--- src/dcs_pkg.sv ---
// package: register map, reset values, timing and state types of the servo trigger block
package dcs_pkg;

    // =========================================================
    // register indexes (byte address is four times the index)
    // =========================================================
    localparam logic [7:0] IDX_ENABLE = 8'h43; // per-channel servo enables
    localparam logic [7:0] IDX_TRIGGER = 8'h44; // trigger control / progress
    localparam logic [7:0] IDX_INTERVAL = 8'h45; // periodic interval codes
    localparam logic [7:0] IDX_SERIES_LINE = 8'h47; // line pair series count
    localparam logic [7:0] IDX_SERIES_PHONES = 8'h48; // phones pair count
    localparam logic [7:0] IDX_OFFSET_LR = 8'h49; // first offset (line right)
    localparam logic [7:0] IDX_DONE = 8'h4d; // completion flags
    localparam logic [7:0] IDX_IRQ_STATUS = 8'h50; // sticky events
    localparam logic [7:0] IDX_IRQ_MASK = 8'h51; // event mask

    // =========================================================
    // field positions
    // =========================================================
    localparam int SINGLE_LSB = 12; // single trigger bits 15:12
    localparam int SERIES_LSB = 8; // series trigger bits 11:8
    localparam int STARTUP_LSB = 4; // start-up trigger bits 7:4
    localparam int OFFWR_LSB = 0; // offset write trigger bits 3:0
    localparam int LINE_INTERVAL_LSB = 8; // line pair code bits 11:8
    localparam int PHONES_INTERVAL_LSB = 0; // phones pair code bits 3:0
    localparam int DONE_LSB = 8; // completion flags bits 11:8

    // =========================================================
    // reset values
    // =========================================================
    localparam logic [3:0] INTERVAL_RST = 4'ha; // about 262 s
    localparam logic [6:0] SERIES_RST = 7'h2a; // 43 updates

    // =========================================================
    // timing
    // =========================================================
    localparam int unsigned CLK_PERIOD_NS = 8; // 125 MHz
    localparam int unsigned BASE_TIME_NS = 256_000_000; // 0.256 s step
    localparam int unsigned BASE_CYCLES = BASE_TIME_NS / CLK_PERIOD_NS;

    // per-channel correction mode, one-hot
    typedef enum logic [4:0] {
        M_IDLE = 5'h01,
        M_SINGLE = 5'h02,
        M_SERIES = 5'h04,
        M_STARTUP = 5'h08,
        M_OFFWR = 5'h10
    } dcs_mode_t;

    // whole state of the main block
    typedef struct packed {
        logic [3:0] enable; // servo enable per channel
        logic [3:0] interval_line; // line pair interval code
        logic [3:0] interval_phones; // phones pair interval code
        logic [6:0] series_line; // line pair series count
        logic [6:0] series_phones; // phones pair series count
        logic [3:0][7:0] offset; // offsets for offset write mode
        dcs_mode_t [3:0] mode; // running correction per channel
        logic [3:0][7:0] remain; // updates still to do
        logic [3:0] req; // update request pulses
        logic [3:0] done_flags; // start-up / offset write complete
        logic [3:0] irq_status; // sticky finish events
        logic [3:0] irq_mask; // event enables
        logic [31:0] tick_cnt; // base step prescaler
        logic tick; // base step pulse
        logic ack; // bus acknowledge
        logic [31:0] dat; // bus read data
    } dcs_state_t;

    // state of one pair timer
    typedef struct packed {
        logic [15:0] cnt; // base steps elapsed
        logic [3:0] code_q; // code the count belongs to
        logic expire; // interval elapsed pulse
    } dcs_timer_t;

endpackage : dcs_pkg

--- src/dcs_pair_timer.sv ---
// pair timer: raises a pulse every 2^code base steps, silent for code zero
`timescale 1ns/1ps
module dcs_pair_timer
    import dcs_pkg::*;
(
    input wire logic clk_i,
    input wire logic rst_i,
    input wire logic tick_i, // one base step elapsed
    input wire logic [3:0] code_i, // interval code
    output logic expire_o // interval elapsed, one cycle
);

    dcs_timer_t s; // registered state
    dcs_timer_t next_s; // next state

    // =========================================================
    // interval counting
    // =========================================================
    always_comb begin
        logic [15:0] limit;
        limit = (16'h0001 << code_i) - 16'h0001; // RULE9
        next_s = s;
        next_s.expire = 1'b0;
        if (code_i != s.code_q) begin
            // new code restarts the interval
            next_s.cnt = 16'h0000;
            next_s.code_q = code_i;
        end else if (code_i == 4'h0) begin
            next_s.cnt = 16'h0000; // RULE9
        end else if (tick_i) begin
            if (s.cnt == limit) begin
                next_s.cnt = 16'h0000;
                next_s.expire = 1'b1;
            end else begin
                next_s.cnt = s.cnt + 16'h0001;
            end
        end
    end

    // state register
    always_ff @(posedge clk_i) begin
        if (rst_i) begin
            s <= '0;
            s.code_q <= INTERVAL_RST;
        end else begin
            s <= next_s;
        end
    end

    assign expire_o = s.expire;
endmodule : dcs_pair_timer

--- src/dcs_servo_trigger.sv ---
// servo trigger block: trigger register, periodic series timers, wishbone slave
//
// Function
// RULE1: writing single bit starts one correction
// RULE2: single bit reads one while running
// RULE3: writing series bit starts correction series
// RULE4: series bit reads one during offset write
// RULE5: start-up bit runs start-up, reads busy
// RULE6: offset write bit applies offset, reads busy
// RULE7: bits 11:8 set line pair interval
// RULE8: bits 3:0 set phones pair interval
// RULE9: interval 0.256 s times 2^code, zero off
// RULE10: both interval codes reset to 1010
// RULE11: corrections only on enabled channels
// RULE12: series performs count plus one updates
// RULE13: completion flag set after start-up/offset write
// RULE14: trigger self-clears, zero writes ignored, independent
// RULE15: triggers zero after reset, nothing runs
//
// Register access over Wishbone is this design's own decision.
`timescale 1ns/1ps
module dcs_servo_trigger
    import dcs_pkg::*;
#(
    parameter int unsigned BASE_TICK_CYCLES = BASE_CYCLES // 0.256 s
) (
    input wire logic clk_i,
    input wire logic rst_i,
    input wire logic wb_cyc_i,
    input wire logic wb_stb_i,
    input wire logic wb_we_i,
    input wire logic [9:0] wb_adr_i,
    input wire logic [31:0] wb_dat_i,
    input wire logic [3:0] wb_sel_i,
    output logic wb_ack_o,
    output logic [31:0] wb_dat_o,
    input wire logic [3:0] update_done_i, // servo finished one update
    output logic [3:0] update_req_o, // start one update, pulse
    output logic [3:0] update_startup_o, // running update is start-up
    output logic [3:0] update_offset_write_o, // running update is offset
    output logic [31:0] offset_value_o, // offsets, channel n at 8n
    output logic [3:0] servo_enable_o, // servo enables
    output logic irq_o // unmasked finish event pending
);

    dcs_state_t s; // registered state
    dcs_state_t next_s; // next state
    logic expire_line; // line pair interval elapsed
    logic expire_phones; // phones pair interval elapsed

    // =========================================================
    // periodic timers
    // =========================================================
    dcs_pair_timer u_line_timer (
        .clk_i(clk_i),
        .rst_i(rst_i),
        .tick_i(s.tick),
        .code_i(s.interval_line), // RULE7
        .expire_o(expire_line)
    );

    dcs_pair_timer u_phones_timer (
        .clk_i(clk_i),
        .rst_i(rst_i),
        .tick_i(s.tick),
        .code_i(s.interval_phones), // RULE8
        .expire_o(expire_phones)
    );

    // =========================================================
    // next state
    // =========================================================
    always_comb begin
        logic access; // bus cycle waiting for ack
        logic wr; // write taken this cycle
        logic rd; // read taken this cycle
        logic [7:0] idx; // register index
        logic [15:0] wmask; // byte lane mask
        logic [15:0] trig; // trigger bits written as one
        logic [3:0] finish; // correction finished per channel
        logic periodic; // pair interval elapsed for channel
        logic [6:0] count; // series count for channel
        logic [15:0] progress; // trigger readback
        access = wb_cyc_i && wb_stb_i && !s.ack;
        wr = access && wb_we_i;
        rd = access && !wb_we_i;
        idx = wb_adr_i[9:2];
        wmask = {{8{wb_sel_i[1]}}, {8{wb_sel_i[0]}}};
        trig = (wr && idx == IDX_TRIGGER) ? (wb_dat_i[15:0] & wmask)
                                          : 16'h0000; // RULE14
        finish = 4'h0;
        periodic = 1'b0;
        count = 7'h00;
        progress = 16'h0000;
        next_s = s;
        next_s.req = 4'h0;
        next_s.ack = access;

        // base step prescaler
        next_s.tick = 1'b0;
        if (s.tick_cnt == 32'(BASE_TICK_CYCLES - 1)) begin
            next_s.tick_cnt = 32'h0000_0000;
            next_s.tick = 1'b1; // RULE9
        end else begin
            next_s.tick_cnt = s.tick_cnt + 32'h0000_0001;
        end

        // plain register writes, per byte lane
        if (wr) begin
            case (idx)
                IDX_ENABLE: begin
                    if (wb_sel_i[0]) begin
                        next_s.enable = wb_dat_i[3:0];
                    end
                end
                IDX_INTERVAL: begin
                    if (wb_sel_i[1]) begin
                        next_s.interval_line =
                            wb_dat_i[LINE_INTERVAL_LSB +: 4]; // RULE7
                    end
                    if (wb_sel_i[0]) begin
                        next_s.interval_phones =
                            wb_dat_i[PHONES_INTERVAL_LSB +: 4]; // RULE8
                    end
                end
                IDX_SERIES_LINE: begin
                    if (wb_sel_i[0]) begin
                        next_s.series_line = wb_dat_i[6:0];
                    end
                end
                IDX_SERIES_PHONES: begin
                    if (wb_sel_i[0]) begin
                        next_s.series_phones = wb_dat_i[6:0];
                    end
                end
                IDX_IRQ_MASK: begin
                    if (wb_sel_i[0]) begin
                        next_s.irq_mask = wb_dat_i[3:0];
                    end
                end
                default: begin
                    // other indexes hold nothing writable here
                end
            endcase
        end

        // per-channel correction control, channels fully independent
        for (int ch = 0; ch < 4; ch++) begin
            if (wr && wb_sel_i[0] && idx == IDX_OFFSET_LR + 8'(3 - ch)) begin
                next_s.offset[ch] = wb_dat_i[7:0];
            end
            periodic = (ch >= 2) ? expire_line : expire_phones;
            count = (ch >= 2) ? s.series_line : s.series_phones;
            if (!s.enable[ch]) begin
                next_s.mode[ch] = M_IDLE; // RULE11
                next_s.remain[ch] = 8'h00;
            end else if (s.mode[ch] == M_IDLE) begin
                // a busy channel ignores new triggers until it ends
                if (trig[SINGLE_LSB + ch]) begin
                    next_s.mode[ch] = M_SINGLE; // RULE1
                    next_s.remain[ch] = 8'h01;
                    next_s.req[ch] = 1'b1;
                end else if (trig[SERIES_LSB + ch] || periodic) begin
                    next_s.mode[ch] = M_SERIES; // RULE3
                    next_s.remain[ch] = {1'b0, count} + 8'h01; // RULE12
                    next_s.req[ch] = 1'b1;
                end else if (trig[STARTUP_LSB + ch]) begin
                    next_s.mode[ch] = M_STARTUP; // RULE5
                    next_s.remain[ch] = 8'h01;
                    next_s.req[ch] = 1'b1;
                    next_s.done_flags[ch] = 1'b0;
                end else if (trig[OFFWR_LSB + ch]) begin
                    next_s.mode[ch] = M_OFFWR; // RULE6
                    next_s.remain[ch] = 8'h01;
                    next_s.req[ch] = 1'b1;
                    next_s.done_flags[ch] = 1'b0;
                end
            end else if (update_done_i[ch]) begin
                if (s.remain[ch] <= 8'h01) begin
                    // last update: progress bit clears itself
                    next_s.mode[ch] = M_IDLE; // RULE14
                    next_s.remain[ch] = 8'h00;
                    finish[ch] = 1'b1;
                    if (s.mode[ch] == M_STARTUP || s.mode[ch] == M_OFFWR) begin
                        next_s.done_flags[ch] = 1'b1; // RULE13
                    end
                end else begin
                    next_s.remain[ch] = s.remain[ch] - 8'h01; // RULE12
                    next_s.req[ch] = 1'b1;
                end
            end
        end

        // sticky events: read clears, a new event wins over the clear
        if (rd && idx == IDX_IRQ_STATUS) begin
            next_s.irq_status = finish;
        end else begin
            next_s.irq_status = s.irq_status | finish;
        end

        // read data, taken with the ack
        for (int ch = 0; ch < 4; ch++) begin
            progress[SINGLE_LSB + ch] = (s.mode[ch] == M_SINGLE); // RULE2
            progress[SERIES_LSB + ch] = (s.mode[ch] == M_SERIES) ||
                                        (s.mode[ch] == M_OFFWR); // RULE4
            progress[STARTUP_LSB + ch] = (s.mode[ch] == M_STARTUP); // RULE5
            progress[OFFWR_LSB + ch] = (s.mode[ch] == M_OFFWR); // RULE6
        end
        next_s.dat = 32'h0000_0000;
        if (rd) begin
            case (idx)
                IDX_ENABLE: next_s.dat[3:0] = s.enable;
                IDX_TRIGGER: next_s.dat[15:0] = progress;
                IDX_INTERVAL: begin
                    next_s.dat[LINE_INTERVAL_LSB +: 4] = s.interval_line;
                    next_s.dat[PHONES_INTERVAL_LSB +: 4] = s.interval_phones;
                end
                IDX_SERIES_LINE: next_s.dat[6:0] = s.series_line;
                IDX_SERIES_PHONES: next_s.dat[6:0] = s.series_phones;
                IDX_OFFSET_LR: next_s.dat[7:0] = s.offset[3];
                IDX_OFFSET_LR + 8'h01: next_s.dat[7:0] = s.offset[2];
                IDX_OFFSET_LR + 8'h02: next_s.dat[7:0] = s.offset[1];
                IDX_OFFSET_LR + 8'h03: next_s.dat[7:0] = s.offset[0];
                IDX_DONE: next_s.dat[DONE_LSB +: 4] = s.done_flags;
                IDX_IRQ_STATUS: next_s.dat[3:0] = s.irq_status;
                IDX_IRQ_MASK: next_s.dat[3:0] = s.irq_mask;
                default: next_s.dat = 32'h0000_0000; // unmapped reads zero
            endcase
        end
    end

    // =========================================================
    // state register
    // =========================================================
    always_ff @(posedge clk_i) begin
        if (rst_i) begin
            s <= '0;
            s.mode <= {4{M_IDLE}}; // RULE15
            s.interval_line <= INTERVAL_RST; // RULE10
            s.interval_phones <= INTERVAL_RST; // RULE10
            s.series_line <= SERIES_RST;
            s.series_phones <= SERIES_RST;
        end else begin
            s <= next_s;
        end
    end

    // =========================================================
    // outputs
    // =========================================================
    assign wb_ack_o = s.ack;
    assign wb_dat_o = s.dat;
    assign update_req_o = s.req;
    assign offset_value_o = s.offset;
    assign servo_enable_o = s.enable;
    assign irq_o = |(s.irq_status & s.irq_mask);

    // mode decode for the analogue servo
    for (genvar ch = 0; ch < 4; ch++) begin : g_mode
        assign update_startup_o[ch] = (s.mode[ch] == M_STARTUP);
        assign update_offset_write_o[ch] = (s.mode[ch] == M_OFFWR);
    end
endmodule : dcs_servo_trigger

--- config.mk ---
export PLATFORM = sky130hd
export DESIGN_NAME = dcs_servo_trigger
export DESIGN_NICKNAME = d
export VERILOG_FILES = /design/src/dcs_pkg.sv /design/src/dcs_pair_timer.sv /design/src/dcs_servo_trigger.sv
export SDC_FILE = /design/constraint.sdc
export NUM_CORES = 1
export LEC_CHECK = 0
export BUFFER_PORTS_ARGS = -buffer_cell sky130_fd_sc_hd__buf_2
export CORE_AREA = 2 2 155 142
export CTS_CLUSTER_DIAMETER = 60
export DETAILED_ROUTE_END_ITERATION = 12
export DIE_AREA = 0 0 157 144
export MAX_ROUTING_LAYER = met4
export PLACE_DENSITY_LB_ADDON = 0.1
export SLEW_MARGIN = 20
export SYNTH_ARGS = -nofsm -noshare
export SYNTH_HDL_FRONTEND = slang
export SYNTH_HIERARCHICAL = 1
export SYNTH_SLANG_ARGS = --single-unit
--- constraint.sdc ---
create_clock -name clk_i -period 3.5 [get_ports clk_i]
set_input_delay 0.7 -clock clk_i [delete_from_list [all_inputs] [get_ports clk_i]]
set_output_delay 0.7 -clock clk_i [all_outputs]
set_load 0.005 [all_outputs]
==> flow_summary.ini, run 1 <==
[timing]
slew_headroom = 0.256
tightest_slew_ps = 1100
drv_slew = 0
fin_tns_setup_ps = 0
final_hold_viol_count = 0
setup_viol = 0
skew_ps = 19.9
max_freq_mhz = 322
period_share = 0.888
rsz0062_at_grt = false
min_period_ps = 3110

[critical_path]
cpPeakStageDelay_ps = 540
rr_startpoint = s[184]
critPathKind = register to register
cp.arrival_ps = 3500
rrSetupSlack_ps = 390
startpoint_type = register
crit_top_cell = nor2_1
worstPathCellList = nor2_1 > nand2_1 > ha_1 > and4bb_2 > o21bai_1 > a311o_1 > a2111o_1 > o31ai_4 > nor2_1
worstPathRequired_ps = 3890
crit_slowest_cell = o31ai_4
reg2reg_depth = 9
cp_max_fo = 12
r2r-end = u_line_timer/s[17]
end_kind = register

[floorplan]
ios = 137
num_rows = 51
die_h_um = 144
dieArea_mm2 = 0.0226
initial_core_util = 0.587
die_w_um = 157
core_area_mm2 = 0.0211

[worst_hold_path]
min_to = s[185]
hp-class = input pin to register
min_from = wb_dat_i[9]
whs_path_depth = 3

[drt]
first_pass_iters = 6
drt_iter0_drc = 1024
antenna_left = 0
post-route-drc-count = 0
viasPerCell = 5.98
wl_per_cell_um = 18.2
vias = 11100
totalWireLength_um = 33900

[final_layout]
final_area_mm2 = 0.0135
diodes = 0
multi_input_area_mm2 = 0.00708
mostFrequentLayoutCells = nor2_1 (220), dfxtp_1 (218), nand2_1 (134)
regArea_mm2 = 0.00436
post-route-util = 0.637
num-nets-final = 1622
drive_gt1_frac = 0.140
final_common_cell = nor2_1
fillCellCount = 1885
areaGrowthSynthToFinish_pct = 8.64

[clocking]
cts_root_buffer = clkbuf_16
cts_setup_buffers = 0
htreeDepth = 1
clock_latency_ps = 540
clockBufferDepth = 3
cts_sinks = 218
cts_tree = done
ctsResizeCount = 0
clkTransAtPathRegs_ps = 60
cts_hold_buf = 0
cts_made_buffers = 25

[logic_synthesis]
synth_area_per_cell_um2 = 8.13
syn_area_mm2 = 0.0124
synth_cells = 1524
yosys_warnings = 6
synthArstFlopShare = 0
ys_ff_latch = 218
ys_seq_area_frac = 0.352
synth_edf_count = 0
synth_flop_cell = dfxtp_1
yosysUniqueCellTypes = 86

[global_route]
grtUsageTotal = 0.302
grt_max_degree = 65
grt_pass1_vias = 9921
grt.overflow.total = 0
grt_pass1_wl_um = 53300
antenna_found_initial = 0

[placed_design]
gp_congestion = 0.934
dpl_cell_area_mm2 = 0.0127
numPortBuffers = 100
hpwl_um = 24300

[outcome]
status = completed

[flow_run]
maxCapViolCount = 0

[pwr]
ir_drop_uv = 354
leakagePower_nw = 5.38
cellPowerDensity_mw_per_mm2 = 387
-- per-stage QoR --
stage	instances	power [W]	setup slack, ps	hold slack, ps
4_1_cts	1860	0.00524	425	447
3_5_place_dp	1816	0.00273	256	463
5_1_grt	1860	0.00537	205	476
2_1_floorplan	1539	0.00266	594	441
3_3_place_gp	1816	0.00273	321	458
6_report	1860	0.00520	392	456
-- worst max-delay path, delay by kind of cell (launching register included) --
| kind | cells | cell delay, ps |
|---|---|---|
| flip-flops | 1 | 310 |
| AND/OR/NAND/NOR | 4 | 910 |
| AO/OA/AOI/OAI | 4 | 1400 |
| adder cells (fa/ha/maj) | 1 | 340 |
-- kinds of logic (layout without fill, tap and decap cells) --
kind of cell / after synthesis / count (layout) / share of synthesized area
xor gates and xnor gates: 107 / 107 / 0.0756
AOI/OAI and AO/OA: 293 / 293 / 0.166
muxes: 39 / 39 / 0.0362
other: 1 / 16 / 0.000303
adders and majority gates: 15 / 15 / 0.0151
buffers and inverters: 180 / 210 / 0.0810
and+or+nand+nor: 671 / 671 / 0.273
DFF: 218 / 218 / 0.352
-- cell type report --
cell class / count / share of cell area
Tap cell: 291 / 0.0270
Clock buffer: 34 / 0.0512
Timing Repair Buffer: 132 / 0.0550
Clock inverter: 10 / 0.00716
Inverter: 34 / 0.00948
Multi-Input combinational cell: 1141 / 0.526
Sequential cell: 218 / 0.324
-- worst max-delay path by stage --
stage	startpoint	to
3_5_place_dp	wb_adr_i[7]	s[89]
2_1_floorplan	s[187]	u_line_timer/s[18]
6_report	s[184]	u_line_timer/s[17]
3_3_place_gp	wb_adr_i[7]	s[83]
5_1_grt	s[184]	u_line_timer/s[20]
4_1_cts	s[184]	u_line_timer/s[20]
-- where the power goes --
part	internal (W)	switching, W	total [W]
clock	0.00146	0.00107	0.00253
combinational	0.0000516	0.000133	0.000184
sequential	0.00249	0.00000655	0.00249
-- cells in the mapped netlist (29+ instances only) --
library cell	number	area, um^2
inv_1	34	128
o21ai_0	49	245
nor3_1	40	200
buf_4	72	541
dfxtp_1	218	4360
xnor2_1	45	394
mux2i_1	29	290
a21oi_1	82	410
and3_1	34	213
nand3_1	74	370
clkbuf_1	50	188
xor2_1	62	543
nand2_1	134	503
nor2_1	220	826
-- registers in the layout (all words and copies together), names as in the netlist, 4 cells and up --
name,count
update_req_o,4
u_phones_timer/s,20
offset_value_o,32
servo_enable_o,4
s,119
u_line_timer/s,20
wb_dat_o,16
-- routing by layer --
metal	GRT usage	wire [um]	up-vias
li1	-	-	5414
met1	0.428	16000	5261
met2	0.445	14800	382
met3	0.0491	2220	65
met4	0.0879	886	0
met5	-	0	-
(Power assumes the default switching activity.)
==> run 2: changes to the inputs <==
CORE_AREA = 2 2 147 149   (was 2 2 155 142)
DIE_AREA = 0 0 149 151   (was 0 0 157 144)
==> run 2 against run 1 <==
Against the previous run: non-clock buffer count grew 1; clock skew shrank 10 ps; cell count shrank 0.97%; via count grew 1.4%; wire length grew 0.73%; sequential share of layout area grew 0.10 points; largest cell class unchanged; largest power group is now sequential cells.
==> flow_summary.ini, run 2 (synthesized netlist as in run 1, its figures left out) <==
[outcome]
status = completed

[final_layout]
areaGrowthSynthToFinish_pct = 8.30
num-nets-final = 1623
top_register = s
post-route-util = 0.644
drive_gt1_frac = 0.137
final_common_cell = nor2_1
largest_reg_flops = 119
mostFrequentLayoutCells = nor2_1 (220), dfxtp_1 (218), nand2_1 (134)

[timing]
setup_viol = 0
whs_ps = 473
slew_headroom = 0.465
layout_setup_ws_ps = 406
max_freq_mhz = 323
final_hold_viol_count = 0
rsz0062_at_grt = false
min_period_ps = 3090
tightest_slew_ps = 801
fin_tns_setup_ps = 0
period_share = 0.884
drv_slew = 0
skew_ps = 9.84

[drt]
viasPerCell = 6.12
antenna_left = 0
drt_iter0_drc = 1056
totalWireLength_um = 34100
post-route-drc-count = 0
wl_per_cell_um = 18.5
vias = 11300
first_pass_iters = 5

[floorplan]
die_w_um = 149
core_area_mm2 = 0.0208
ios = 137
num_rows = 53
dieArea_mm2 = 0.0225
initial_core_util = 0.595
die_h_um = 151

[worst_hold_path]
hp-class = register to register

[flow_run]
maxCapViolCount = 0

[clocking]
cts_tree = done
clock_latency_ps = 530
clockBufferDepth = 3
cts_hold_buf = 0
cts_made_buffers = 25
cts_root_buffer = clkbuf_16
cts_sinks = 218
htreeDepth = 1
ctsResizeCount = 0
cts_setup_buffers = 0
clkTransAtPathRegs_ps = 60

[critical_path]
worstPathCellList = nor2_1 > nand2_1 > ha_1 > and4bb_2 > o21bai_1 > a311o_1 > a2111o_1 > o31ai_4 > nor2_1
crit_slowest_cell = o31ai_4
cp_max_fo = 12
cpPeakStageDelay_ps = 550
critPathKind = register to register
worstPathRequired_ps = 3880
crit_top_cell = nor2_1
startpoint_type = register
end_kind = register
cp.arrival_ps = 3480

[global_route]
grtUsageTotal = 0.306
grt_pass1_vias = 10400
antenna_found_initial = 0
grt.overflow.total = 0
grt_max_degree = 44
grt_pass1_wl_um = 53900

[placed_design]
hpwl_um = 24500
pre_cts_ws_ps = 343
gp_congestion = 0.984
numPortBuffers = 100

[pwr]
leakagePower_nw = 5.36
ir_drop_uv = 387
cellPowerDensity_mw_per_mm2 = 382
run 2: cell types whose count changed in the layout (fill, tap and decap cells not counted):
cell,before,now
buf_4,32,33
clkinv_2,6,1
diode_2,0,3
inv_16,1,0
o311ai_1,1,0
o311ai_2,0,1
run 2: final timing paths:
| path | start | to | slack (ps) | cells after the start |
|---|---|---|---|---|
| max | s[184] | u_line_timer/s[20] | 410 | 9 |
| min | offset_value_o[0] | offset_value_o[0] | 470 | 2 |
| max reg2reg | s[184] | u_line_timer/s[20] | 410 | 9 |
| min reg2reg | offset_value_o[0] | offset_value_o[0] | 470 | 2 |
run 2: power by group:
group          switching [W]  internal, W  leakage [nW]  total (W)
Sequential        0.00000716      0.00249          1.76    0.00249
Combinational       0.000135    0.0000529          3.24   0.000188
Clock                0.00101      0.00143         0.359    0.00244
Total                0.00115      0.00397          5.36    0.00512
run 2: area by class of cell:
class / count / area [um^2]
clock buffers: 34 / 689
clock inverters: 4 / 51.3
inverters: 34 / 128
well taps: 275 / 344
fillers: 1856 / 7400
flip-flops and latches: 218 / 4360
repair buffers: 133 / 748
diodes: 3 / 7.51
multi-input cells: 1141 / 7090
run 2: through the flow:
| step | instances | power (W) | area, um^2 |
|---|---|---|---|
| 3_3_place_gp | 1801 | 0.00273 | 12700 |
| 3_5_place_dp | 1801 | 0.00273 | 12700 |
| 4_1_cts | 1839 | 0.00515 | 13400 |
| 2_1_floorplan | 1539 | 0.00266 | 12400 |
| 5_1_grt | 1839 | 0.00526 | 13400 |
| 6_report | 1842 | 0.00512 | 13400 |
run 2: worst max-delay path, delay by kind of cell (launching register included):
kind / cells / cell delay [ps]
AND/OR/NAND/NOR: 4 / 920
AO/OA/AOI/OAI: 4 / 1400
adder cells (fa/ha/maj): 1 / 330
flip-flops: 1 / 310
run 2: routing by layer:
metal	share of wire	track usage	routed length, um	up-vias
met5	0	-	0	-
met4	0.031	0.102	1060	0
met3	0.080	0.0458	2710	88
met2	0.44	0.472	15200	468
met1	0.45	0.413	15200	5315
li1	-	-	-	5402
==> run 3: changes to the inputs <==
CORE_AREA = 2 2 200 202   (was 2 2 147 149)
DIE_AREA = 0 0 202 204   (was 0 0 149 151)
PLACE_DENSITY = 0.52   (was default)
PLACE_DENSITY_LB_ADDON = default   (was 0.1)
==> run 3 against run 2 <==
Against the previous run: clock skew is 24 ps higher; cell area is 5.1% higher; total power is 18% higher; combinational power is 6% higher; critical path depth stayed put; core utilization is 28 points lower; sequential share of layout area is 1.6 points lower; maximum frequency is 0.87% lower; largest power group is now clock; highest routed layer unchanged.
==> flow_summary.ini, run 3 (synthesized netlist as in run 1, its figures left out) <==
[timing]
layout_setup_ws_ps = 379
drv_slew = 0
fin_tns_setup_ps = 0
final_hold_viol_count = 0
min_period_ps = 3120
period_share = 0.892
rsz0062_at_grt = false
whs_ps = 441
max_freq_mhz = 320
tightest_slew_ps = 716
slew_headroom = 0.523
skew_ps = 33.5
setup_viol = 0

[critical_path]
worstPathRequired_ps = 3920
startpoint_type = register
crit_path_start = s[184]
critPathKind = register to register
crit_end = u_line_timer/s[15]
rr_startpoint = s[184]
end_kind = register
reg2reg_depth = 9
cp_max_fo = 12
r2r-end = u_line_timer/s[15]
crit_top_cell = nor2_1
cp.arrival_ps = 3540
worstPathCellList = nor2_1 > nand2_1 > ha_1 > and4bb_2 > o21bai_1 > a311o_1 > a2111o_1 > o31ai_4 > nor2_1
crit_slowest_cell = o31ai_4
cpPeakStageDelay_ps = 530
rrSetupSlack_ps = 380

[clocking]
cts_sinks = 218
clock_latency_ps = 580
cts_setup_buffers = 0
cts_made_buffers = 30
cts_hold_buf = 0
htreeDepth = 1
clockBufferDepth = 3
ctsResizeCount = 0
clkTransAtPathRegs_ps = 50
cts_root_buffer = clkbuf_16
cts_tree = done

[placed_design]
gp_congestion = 0.882
hpwl_um = 28000
numPortBuffers = 100
pre_cts_ws_ps = 298

[drt]
post-route-drc-count = 0
wl_met1_um = 18000
highest_layer = met4
first_pass_iters = 5
vias = 11200
drt_iter0_drc = 835
wl_met2_um = 17200
dr_wl_met3_um = 2220
wl_per_cell_um = 18.2
viasPerCell = 5.29
antenna_left = 0
totalWireLength_um = 38400

[global_route]
antenna_found_initial = 0
grt_pass1_wl_um = 59800
grt_max_degree = 56
grtUsageTotal = 0.188
grt.overflow.total = 0
grt_pass1_vias = 10400

[floorplan]
die_w_um = 202
num_rows = 73
initial_core_util = 0.316
dieArea_mm2 = 0.0412
ios = 137
core_area_mm2 = 0.0392
die_h_um = 204

[pwr]
cellPowerDensity_mw_per_mm2 = 428
ir_drop_uv = 351
leakagePower_nw = 5.54

[final_layout]
multi_input_area_mm2 = 0.00709
post-route-util = 0.360
regArea_mm2 = 0.00436
diodes = 0
areaGrowthSynthToFinish_pct = 13.8
mostFrequentLayoutCells = nor2_1 (220), dfxtp_1 (218), nand2_1 (134)
fillCellCount = 4051
drive_gt1_frac = 0.150
final_common_cell = nor2_1
top_register = s
num-nets-final = 1630
largest_reg_flops = 119

[outcome]
status = completed

[worst_hold_path]
min_from = wb_dat_i[10]
hp-class = input pin to register

[flow_run]
maxCapViolCount = 0
==> run 3: cell count changes in the layout (fill, tap and decap cells not counted), sizes merged <==
cell / change
bufinv: +5
clkinv: +5
clkbuf: +4
diode: -3
buf: +2
clkinvlp: +2
inv: +2
==> run 3: through the flow <==
| step | cells | power [W] | cell area, um^2 |
|---|---|---|---|
| after global placement | 2053 | 0.00274 | 13000 |
| after global routing | 2109 | 0.00623 | 14100 |
| final | 2109 | 0.00604 | 14100 |
| after floorplan | 1539 | 0.00266 | 12400 |
| after detailed placement | 2053 | 0.00275 | 13000 |
| after CTS | 2109 | 0.00610 | 14100 |
==> run 3: area by class of cell <==
type / instances / share of cell area
clock buffers: 38 / 0.0582
repair buffers: 135 / 0.0541
flip-flops and latches: 218 / 0.309
multi-input cells: 1141 / 0.503
inverters: 34 / 0.00905
clock inverters: 18 / 0.0200
well taps: 525 / 0.0466
==> run 3: worst min-delay path by stage <==
stage	end	slack, ps	cells after the start
after floorplan	s[34]	440	1
after global placement	s[34]	460	1
after detailed placement	offset_value_o[16]	470	2
after CTS	s[186]	420	3
after global routing	s[125]	440	3
final	s[186]	440	3
==> run 3: critical path: cells and delay by family (launching register included) <==
kind                       cells  cell delay, ps
AOI/OAI and AO/OA              4            1380
adders and majority gates      1             340
DFF                            1             330
and+or+nand+nor                4             910
==> run 3: power by group <==
part | internal, W | total (W) | switching [W]
Clock | 0.00211 | 0.00335 | 0.00123
Sequential | 0.00249 | 0.00249 | 0.00000646
Combinational | 0.0000522 | 0.000200 | 0.000148
Total | 0.00465 | 0.00604 | 0.00139
==> run 3: per-layer routing <==
metal / track usage / up-vias
met1: 0.255 / 5327
met2: 0.290 / 326
li1: - / 5438
met3: 0.0289 / 62
met5: - / -
met4: 0.0512 / 0
